===== src/include/acr_pkg.sv =====
// Package: register map, field layout and types for the converter config block
package acr_pkg;
	// Register indices; byte address is four times the index
	localparam logic [7:0]  IDX_PAIR     = 8'hba;
	localparam logic [7:0]  IDX_CLKGAIN  = 8'hbc;
	localparam logic [7:0]  IDX_CTRL     = 8'hc0;
	localparam logic [7:0]  IDX_RESULT   = 8'hc1;
	localparam int          ADDR_W       = 12;
	// Field positions
	localparam int          PER_LSB      = 5;
	localparam int          GAIN_LSB     = 0;
	localparam int          CTRL_START   = 0;
	localparam int          CTRL_CH_LSB  = 4;
	localparam int          CTRL_BUSY    = 8;
	localparam int          RES_DIFF     = 16;
	// Reset values
	localparam logic [7:0]  CLKGAIN_RST  = 8'h60;
	localparam logic [2:0]  PER_RST      = 3'h3;
	localparam logic [2:0]  GAIN_RST     = 3'h0;
	localparam logic [3:0]  PAIR_RST     = 4'h0;
	// Timing
	localparam logic [4:0]  CONV_TICKS   = 5'h10;
	localparam int          RES_W        = 12;
	// Gain codes, in units of one half
	localparam logic [5:0]  GAIN_H1      = 6'h02;
	localparam logic [5:0]  GAIN_H2      = 6'h04;
	localparam logic [5:0]  GAIN_H4      = 6'h08;
	localparam logic [5:0]  GAIN_H8      = 6'h10;
	localparam logic [5:0]  GAIN_H16     = 6'h20;
	localparam logic [5:0]  GAIN_HHALF   = 6'h01;
	localparam logic [1:0]  RESP_OKAY    = 2'h0;
	localparam logic [1:0]  RESP_SLVERR  = 2'h2;

	typedef struct packed {
		logic [2:0] period;
		logic [2:0] gain;
		logic [3:0] pair_diff;
	} acr_cfg_t;

	typedef enum logic {
		ACR_IDLE,
		ACR_CONV
	} acr_state_t;
endpackage : acr_pkg


===== src/hw/acr_top.sv =====
// Converter clock, gain, input pairing registers and conversion sequencer
`timescale 1ns/1ps
module acr_top #(
	parameter int RES_W = acr_pkg::RES_W
) (
	input  wire logic                 clock_i,
	input  wire logic                 rst_i,
	input  wire logic [11:0]          s_axi_awaddr,
	input  wire logic                 s_axi_awvalid,
	output      logic                 s_axi_awready,
	input  wire logic [31:0]          s_axi_wdata,
	input  wire logic [3:0]           s_axi_wstrb,
	input  wire logic                 s_axi_wvalid,
	output      logic                 s_axi_wready,
	output      logic [1:0]           s_axi_bresp,
	output      logic                 s_axi_bvalid,
	input  wire logic                 s_axi_bready,
	input  wire logic [11:0]          s_axi_araddr,
	input  wire logic                 s_axi_arvalid,
	output      logic                 s_axi_arready,
	output      logic [31:0]          s_axi_rdata,
	output      logic [1:0]           s_axi_rresp,
	output      logic                 s_axi_rvalid,
	input  wire logic                 s_axi_rready,
	input  wire logic                 debug_halt_i,
	input  wire logic [RES_W-1:0]     raw_code_i,
	output      acr_pkg::acr_cfg_t    cfg_o,
	output      logic [5:0]           amp_gain_halves_o,
	output      logic [2:0]           chan_sel_o,
	output      logic                 sar_tick_o,
	output      logic                 busy_o,
	output      logic                 done_o,
	output      logic [RES_W-1:0]     result_o
);
	// Gain decode, used only by the amplifier output; its checks use literal codes
	function automatic logic [5:0] gain_halves(input logic [2:0] g);
		case (g)
			3'h0:    gain_halves = acr_pkg::GAIN_H1;
			3'h1:    gain_halves = acr_pkg::GAIN_H2;
			3'h2:    gain_halves = acr_pkg::GAIN_H4;
			3'h3:    gain_halves = acr_pkg::GAIN_H8;
			3'h4,
			3'h5:    gain_halves = acr_pkg::GAIN_H16;
			default: gain_halves = acr_pkg::GAIN_HHALF;
		endcase
	endfunction : gain_halves

	// Offset-binary raw code to output format
	function automatic logic [RES_W-1:0] fmt(input logic [RES_W-1:0] raw,
	                                         input logic             diff);
		fmt = diff ? {~raw[RES_W-1], raw[RES_W-2:0]} : raw;
	endfunction : fmt

	acr_pkg::acr_cfg_t   cfg_q;
	acr_pkg::acr_state_t state_q;
	localparam int       ADDR_W_L = acr_pkg::ADDR_W;
	logic [ADDR_W_L-1:0] aw_addr_q;
	logic                aw_full_q;
	logic [31:0]         w_data_q;
	logic [3:0]          w_strb_q;
	logic                w_full_q;
	logic                bvalid_q;
	logic [1:0]          bresp_q;
	logic                rvalid_q;
	logic [1:0]          rresp_q;
	logic [31:0]         rdata_q;
	logic [2:0]          chan_q;
	logic [2:0]          conv_per_q;
	logic [2:0]          div_q;
	logic [4:0]          tick_cnt_q;
	logic                done_q;
	logic                res_diff_q;
	logic [RES_W-1:0]    result_q;
	logic                do_write;
	logic                start;
	logic                tick;
	logic                chan_diff;
	logic [7:0]          wr_idx;
	logic [7:0]          rd_idx;

	assign wr_idx   = aw_addr_q[9:2];
	assign rd_idx   = s_axi_araddr[9:2];
	assign do_write = aw_full_q && w_full_q && !bvalid_q;
	assign start    = do_write && w_strb_q[0] && wr_idx == acr_pkg::IDX_CTRL
	                  && w_data_q[acr_pkg::CTRL_START];

	// Write side: address and data latched independently, either order
	assign s_axi_awready = !aw_full_q;
	assign s_axi_wready  = !w_full_q;
	assign s_axi_bvalid  = bvalid_q;
	assign s_axi_bresp   = bresp_q;
	always_ff @(posedge clock_i) begin
		if (rst_i) begin
			aw_full_q <= 1'b0;
			w_full_q  <= 1'b0;
			aw_addr_q <= '0;
			w_data_q  <= '0;
			w_strb_q  <= '0;
			bvalid_q  <= 1'b0;
			bresp_q   <= acr_pkg::RESP_OKAY;
		end else begin
			if (s_axi_awvalid && !aw_full_q) begin
				aw_full_q <= 1'b1;
				aw_addr_q <= s_axi_awaddr;
			end
			if (s_axi_wvalid && !w_full_q) begin
				w_full_q <= 1'b1;
				w_data_q <= s_axi_wdata;
				w_strb_q <= s_axi_wstrb;
			end
			if (do_write) begin
				aw_full_q <= 1'b0;
				w_full_q  <= 1'b0;
				bvalid_q  <= 1'b1;
				bresp_q   <= (aw_addr_q[11:10] == 2'h0
				              && (wr_idx == acr_pkg::IDX_PAIR
				              || wr_idx == acr_pkg::IDX_CLKGAIN
				              || wr_idx == acr_pkg::IDX_CTRL
				              || wr_idx == acr_pkg::IDX_RESULT))
				             ? acr_pkg::RESP_OKAY : acr_pkg::RESP_SLVERR;
			end else if (bvalid_q && s_axi_bready) begin
				bvalid_q <= 1'b0;
			end
		end
	end

	// Configuration registers; result register ignores writes
	always_ff @(posedge clock_i) begin
		if (rst_i) begin
			cfg_q.period    <= acr_pkg::PER_RST;
			cfg_q.gain      <= acr_pkg::GAIN_RST;
			cfg_q.pair_diff <= acr_pkg::PAIR_RST;
			chan_q          <= 3'h0;
		end else if (do_write && w_strb_q[0]) begin
			case (wr_idx)
				acr_pkg::IDX_PAIR: begin
					cfg_q.pair_diff <= w_data_q[3:0];
				end
				acr_pkg::IDX_CLKGAIN: begin
					cfg_q.period <= w_data_q[acr_pkg::PER_LSB +: 3];
					cfg_q.gain   <= w_data_q[acr_pkg::GAIN_LSB +: 3];
				end
				acr_pkg::IDX_CTRL: begin
					// Channel is frozen during a conversion
					if (state_q == acr_pkg::ACR_IDLE) begin
						chan_q <= w_data_q[acr_pkg::CTRL_CH_LSB +: 3];
					end
				end
				default: begin
				end
			endcase
		end
	end

	// Read side: one outstanding read, answer one cycle after address
	assign s_axi_arready = !rvalid_q;
	assign s_axi_rvalid  = rvalid_q;
	assign s_axi_rdata   = rdata_q;
	assign s_axi_rresp   = rresp_q;
	always_ff @(posedge clock_i) begin
		if (rst_i) begin
			rvalid_q <= 1'b0;
			rdata_q  <= 32'h0;
			rresp_q  <= acr_pkg::RESP_OKAY;
		end else if (s_axi_arvalid && !rvalid_q) begin
			rvalid_q <= 1'b1;
			rdata_q  <= 32'h0;
			rresp_q  <= acr_pkg::RESP_OKAY;
			if (s_axi_araddr[11:10] != 2'h0) begin
				rresp_q <= acr_pkg::RESP_SLVERR;
			end else begin
				case (rd_idx)
					acr_pkg::IDX_PAIR: begin
						rdata_q[3:0] <= cfg_q.pair_diff;
					end
					acr_pkg::IDX_CLKGAIN: begin
						rdata_q[7:0] <= {cfg_q.period, 2'h0, cfg_q.gain};
					end
					acr_pkg::IDX_CTRL: begin
						rdata_q[acr_pkg::CTRL_CH_LSB +: 3] <= chan_q;
						rdata_q[acr_pkg::CTRL_BUSY] <=
							state_q == acr_pkg::ACR_CONV;
					end
					acr_pkg::IDX_RESULT: begin
						rdata_q[RES_W-1:0]        <= result_q;
						rdata_q[acr_pkg::RES_DIFF] <= res_diff_q;
					end
					default: begin
						rresp_q <= acr_pkg::RESP_SLVERR;
					end
				endcase
			end
		end else if (rvalid_q && s_axi_rready) begin
			rvalid_q <= 1'b0;
		end
	end

	// Converter clock divider; period latched at start so edits mid-run
	// cannot stretch a conversion. Debug halt is deliberately not an input.
	assign tick      = state_q == acr_pkg::ACR_CONV && div_q == conv_per_q;
	assign chan_diff = cfg_q.pair_diff[chan_q[2:1]];
	always_ff @(posedge clock_i) begin
		if (rst_i) begin
			state_q    <= acr_pkg::ACR_IDLE;
			conv_per_q <= acr_pkg::PER_RST;
			div_q      <= 3'h0;
			tick_cnt_q <= 5'h0;
			done_q     <= 1'b0;
		end else begin
			done_q <= 1'b0;
			case (state_q)
				acr_pkg::ACR_IDLE: begin
					if (start) begin
						state_q    <= acr_pkg::ACR_CONV;
						conv_per_q <= cfg_q.period;
						div_q      <= 3'h0;
						tick_cnt_q <= 5'h0;
					end
				end
				acr_pkg::ACR_CONV: begin
					// No stall term: runs through halt and single-step
					div_q <= tick ? 3'h0 : div_q + 3'h1;
					if (tick) begin
						tick_cnt_q <= tick_cnt_q + 5'h1;
						if (tick_cnt_q == acr_pkg::CONV_TICKS - 5'h1) begin
							state_q <= acr_pkg::ACR_IDLE;
							done_q  <= 1'b1;
						end
					end
				end
				default: begin
					state_q <= acr_pkg::ACR_IDLE;
				end
			endcase
		end
	end

	// Result capture at the last converter clock
	always_ff @(posedge clock_i) begin
		if (rst_i) begin
			result_q   <= '0;
			res_diff_q <= 1'b0;
		end else if (tick && tick_cnt_q == acr_pkg::CONV_TICKS - 5'h1) begin
			result_q   <= fmt(raw_code_i, chan_diff);
			res_diff_q <= chan_diff;
		end
	end

	assign cfg_o             = cfg_q;
	assign amp_gain_halves_o = gain_halves(cfg_q.gain);
	assign chan_sel_o        = chan_q;
	assign sar_tick_o        = tick;
	assign busy_o            = state_q == acr_pkg::ACR_CONV;
	assign done_o            = done_q;
	assign result_o          = result_q;

	// Checks
	logic [7:0] cyc_q;
	always_ff @(posedge clock_i) begin
		// A start while busy is ignored, so it must not restart the count
		if (rst_i || (start && state_q == acr_pkg::ACR_IDLE)) begin
			cyc_q <= 8'h0;
		end else if (state_q == acr_pkg::ACR_CONV) begin
			cyc_q <= cyc_q + 8'h1;
		end
	end

	AST_CFG_RESET: assert property (@(posedge clock_i)
		$past(rst_i) |-> cfg_q.period == 3'h3 && cfg_q.gain == 3'h0
		&& cfg_q.pair_diff == 4'h0)
		else $error("config not at reset value");
	AST_CONV_LEN: assert property (@(posedge clock_i) disable iff (rst_i)
		done_q |-> cyc_q == 8'(16 * ({5'h0, conv_per_q} + 8'h1)))
		else $error("conversion not 16 converter clocks");
	AST_HALT_RUNS: assert property (@(posedge clock_i) disable iff (rst_i)
		(busy_o && debug_halt_i) |-> ##[0:8] (tick || !busy_o))
		else $error("converter stalled during halt");
	AST_DIFF_FMT: assert property (@(posedge clock_i) disable iff (rst_i)
		(done_q && res_diff_q) |-> result_q[RES_W-1] != $past(raw_code_i[RES_W-1])
		&& result_q[RES_W-2:0] == $past(raw_code_i[RES_W-2:0]))
		else $error("differential result not two's complement");
	AST_SE_FMT: assert property (@(posedge clock_i) disable iff (rst_i)
		(done_q && !res_diff_q) |-> result_q == $past(raw_code_i))
		else $error("single-ended result altered");
	AST_GAIN_HI: assert property (@(posedge clock_i) disable iff (rst_i)
		cfg_q.gain[2:1] == 2'h2 |-> amp_gain_halves_o == 6'h20)
		else $error("gain 16 decode wrong");
	AST_GAIN_HALF: assert property (@(posedge clock_i) disable iff (rst_i)
		cfg_q.gain[2:1] == 2'h3 |-> amp_gain_halves_o == 6'h01)
		else $error("gain half decode wrong");
	AST_PAIR_RD: assert property (@(posedge clock_i) disable iff (rst_i)
		(s_axi_arvalid && s_axi_arready && rd_idx == acr_pkg::IDX_PAIR
		&& s_axi_araddr[11:10] == 2'h0)
		|=> rdata_q[31:4] == 28'h0
		&& rdata_q[3:0] == $past(cfg_q.pair_diff))
		else $error("pairing readback wrong");
	AST_PER_WR: assert property (@(posedge clock_i) disable iff (rst_i)
		(do_write && w_strb_q[0] && wr_idx == acr_pkg::IDX_CLKGAIN)
		|=> cfg_q.period == $past(w_data_q[7:5]))
		else $error("period field not written");
	AST_B_HOLD: assert property (@(posedge clock_i) disable iff (rst_i)
		(bvalid_q && !s_axi_bready) |=> bvalid_q && $stable(bresp_q))
		else $error("write response dropped");

	COV_DIFF_CONV: cover property (@(posedge clock_i) done_q && res_diff_q);
	COV_SE_CONV: cover property (@(posedge clock_i) done_q && !res_diff_q);
	COV_HALT_CONV: cover property (@(posedge clock_i) busy_o && debug_halt_i
		##1 done_q);
endmodule : acr_top


===== config.mk =====
export PLATFORM = sky130hd
export DESIGN_NAME = acr_top
export DESIGN_NICKNAME = d
export VERILOG_FILES = /design/src/include/acr_pkg.sv /design/src/hw/acr_top.sv
export SDC_FILE = /design/constraint.sdc
export NUM_CORES = 1
export LEC_CHECK = 0
export BUFFER_PORTS_ARGS = -buffer_cell sky130_fd_sc_hd__clkbuf_2
export CORE_ASPECT_RATIO = 2
export CORE_MARGIN = 4
export CORE_UTILIZATION = 40
export CTS_CLUSTER_DIAMETER = 80
export DETAILED_ROUTE_END_ITERATION = 6
export GPL_ROUTABILITY_DRIVEN = 0
export PLACE_DENSITY = 0.78
export SYNTH_ARGS = -nofsm -noshare
export SYNTH_HDL_FRONTEND = slang
export SYNTH_SLANG_ARGS = --single-unit

===== constraint.sdc =====
create_clock -name clock_i -period 3.9 [get_ports clock_i]
set_clock_uncertainty 0.1 [all_clocks]
set_input_delay 0.39 -clock clock_i [delete_from_list [all_inputs] [get_ports clock_i]]
set_output_delay 0.39 -clock clock_i [all_outputs]
set_load 0.005 [all_outputs]

==> flow_summary.ini <==
[grt]
grt_use_total = 0.184
grt_antenna_before_repair = 0
grt_pass1_wl_um = 14800
grt_overflow = 0
grt_start_max_net_pins = 42
grt_pass1_vias = 3157

[power_and_ir_drop]
power.density_nw_per_um2 = 408
vdd_ir_drop_max_mv = 0.278
finalPower_w = 0.00176
leakagePower_nw = 1.84

[yosys]
synth-edff-count = 0
netlist_area_um2 = 3520
syn-instance-count = 383
yosys_warnings = 0
async_reset_ff_frac = 0
ys_ff_latch = 77
yosys_most_used_dff = dfxtp_1
synth_cell_types = 57
avgSynthCellArea_um2 = 9.20
seq_area_frac_synth = 0.437

[timing]
worst_pin_slew_ns = 0.837
fin_ws_ns = 1.72
fmax_ghz = 0.459
setup_tns_ns = 0
whs_ns = 0.173
post-route-period-util = 0.558
setup_viol = 0
rsz0062_at_grt = false
hold_viol = 0
slew_headroom = 0.442
min_period_ns = 2.18
drv_slew = 0

[setup_path]
crit_path_start_kind = flip-flop
cp.required_ns = 3.41
end_kind = output port
cp_slowest_stage_delay_ns = 0.46
critPathMaxFanout = 9
crit_chain = xnor2_1 -> and3_1 -> and2_1 -> clkbuf_2
cp_data_arrival_time_ns = 1.69
crit_buf_inv = 1
cp_slowest_cell = and3_1
cpLargestDelayFamily = simple AND/OR/NAND/NOR gates
critPathKind = reg -> out

[place]
pre_cts_ws_ns = 1.65
port_buffers = 101
hpwl_um = 7280
placed_cells = 567

[cts]
cts_resized = 0
clk_latency_ns = 0.33
cts_tree = yes
clkTransAtPathRegs_ns = 0.06
cts.sinks = 77
cts_setup_buffers = 0
holdBufCountCts = 0
clock-root-buffer = clkbuf_16
cts_made_buffers = 9
cts_buffer_depth = 2
cts_max_level = 3

[detailed_routing]
via_count = 3125
drc = 0
drt_iter0_drc = 179
firstDrtPassIters = 4
viasPerCell = 5.37
antenna_left = 0
routed_wl_um = 9240
routed_wire_length_per_instance_um = 15.9

[job]
maxCapViolations = 0

[die]
die_h_um = 141
num_rows = 48
fp.dieW_um = 74.4
dieArea_um2 = 10500
io_pins = 155
start_util = 0.410
fp.coreArea_um2 = 8590

[final_layout]
antenna_cells = 0
fillCellCount = 827
layout-drive-gt1-share = 0.270
layout_commonest_cell = clkbuf_2
nNetsFinal = 561
final_cell_mix = clkbuf_2 (101), dfxtp_1 (77), nand2_1 (49)
instances_no_fill = 582
area_delta_synth_final_pct = 22.3

[status]
status = finished, final reports clean

[min_path]
hold_class = in -> reg
-- registers in the layout, indices dropped and copies added, names as in the netlist --
name / count
aw_addr_q: 10
aw_full_q: 1
busy_o: 1
cfg_o: 10
chan_sel_o: 3
conv_per_q: 3
div_q: 3
done_o: 1
res_diff_q: 1
result_o: 12
s_axi_bresp: 1
s_axi_bvalid: 1
s_axi_rdata: 13
s_axi_rresp: 1
s_axi_rvalid: 1
tick_cnt_q: 5
w_data_q: 8
w_full_q: 1
w_strb_q: 1
-- cell usage after synthesis, types with 3 or more instances --
cell / number / area share
a21oi_1: 27 / 0.038
nand2b_1: 6 / 0.011
o21ai_1: 4 / 0.0057
inv_1: 8 / 0.0085
mux2_2: 3 / 0.0096
nor3_1: 8 / 0.011
buf_4: 22 / 0.047
nor2b_1: 8 / 0.014
nor2_1: 26 / 0.028
a32oi_1: 4 / 0.0099
xnor2_1: 4 / 0.0099
and2_1: 5 / 0.0089
and3_1: 3 / 0.0053
ha_1: 3 / 0.011
clkbuf_1: 10 / 0.011
nand4_1: 4 / 0.0071
mux2i_1: 15 / 0.043
a22o_1: 18 / 0.045
buf_2: 4 / 0.0057
a22oi_1: 8 / 0.017
nand2_1: 49 / 0.052
dfxtp_1: 77 / 0.44
o2bb2ai_1: 7 / 0.017
nand3_1: 11 / 0.016
nand4b_1: 3 / 0.0075
-- metal layers --
metal / track usage / routed length, um
met5: 0 / 0
met4: 0.103 / 308
met3: 0.0457 / 575
met2: 0.333 / 5070
met1: 0.181 / 3290
-- through the flow --
stage | utilization | instance area (um2)
6_report | 0.502 | 4310
3_5_place_dp | 0.467 | 4010
2_1_floorplan | - | 3600
3_3_place_gp | 0.467 | 4010
4_1_cts | 0.502 | 4310
5_1_grt | 0.502 | 4310
-- kinds of logic (layout without fill, tap and decap cells) --
kind of cell               Yosys count  after routing  synth area share
muxes                               18             18            0.0522
and+or+nand+nor                    152            152             0.248
xor gates and xnor gates             4              4           0.00994
buffers and inverters               47            126            0.0749
AOI/OAI and AO/OA                   81             81             0.166
other                                1             21           0.00106
adders and majority gates            3              3            0.0107
DFF                                 77             77             0.437
-- power breakdown --
group	switching, W	internal, W
combinational	0.0000663	0.0000444
sequential	0.0000160	0.000803
clock	0.000302	0.000526
-- worst register-to-register path: cells and delay by family (launching register included) --
family,cells,cell delay [ns]
flip-flops,1,0.68
AND/OR/NAND/NOR,2,0.69
buffers and inverters,1,0.25
AO/OA/AOI/OAI,1,0.19
-- path summary, 6_finish.rpt --
check | startpoint | end | slack, ns | cells after the start
worst max-delay path | div_q[2]$_SDFFE_PP0P_ | sar_tick_o | 1.72 | 4
worst min-delay path | raw_code_i[4] | result_o[4]$_SDFFE_PP0P_ | 0.17 | 2
worst max register to register | busy_o$_SDFF_PP0_ | result_o[2]$_SDFFE_PP0P_ | 1.93 | 4
worst min register to register | aw_addr_q[11]$_SDFFE_PP0P_ | aw_addr_q[11]$_SDFFE_PP0P_ | 0.35 | 2
-- layout make-up --
| type | instances | area, um2 | share of cell area |
|---|---|---|---|
| Inverter | 9 | 33.8 | 0.00784 |
| Clock inverter | 3 | 45.0 | 0.0105 |
| Clock buffer | 12 | 256 | 0.0595 |
| Tap cell | 100 | 125 | 0.0290 |
| Timing Repair Buffer | 102 | 513 | 0.119 |
| Sequential cell | 77 | 1540 | 0.358 |
| Multi-Input combinational cell | 279 | 1790 | 0.416 |
Note: power is estimated with default switching activity, not from simulation.
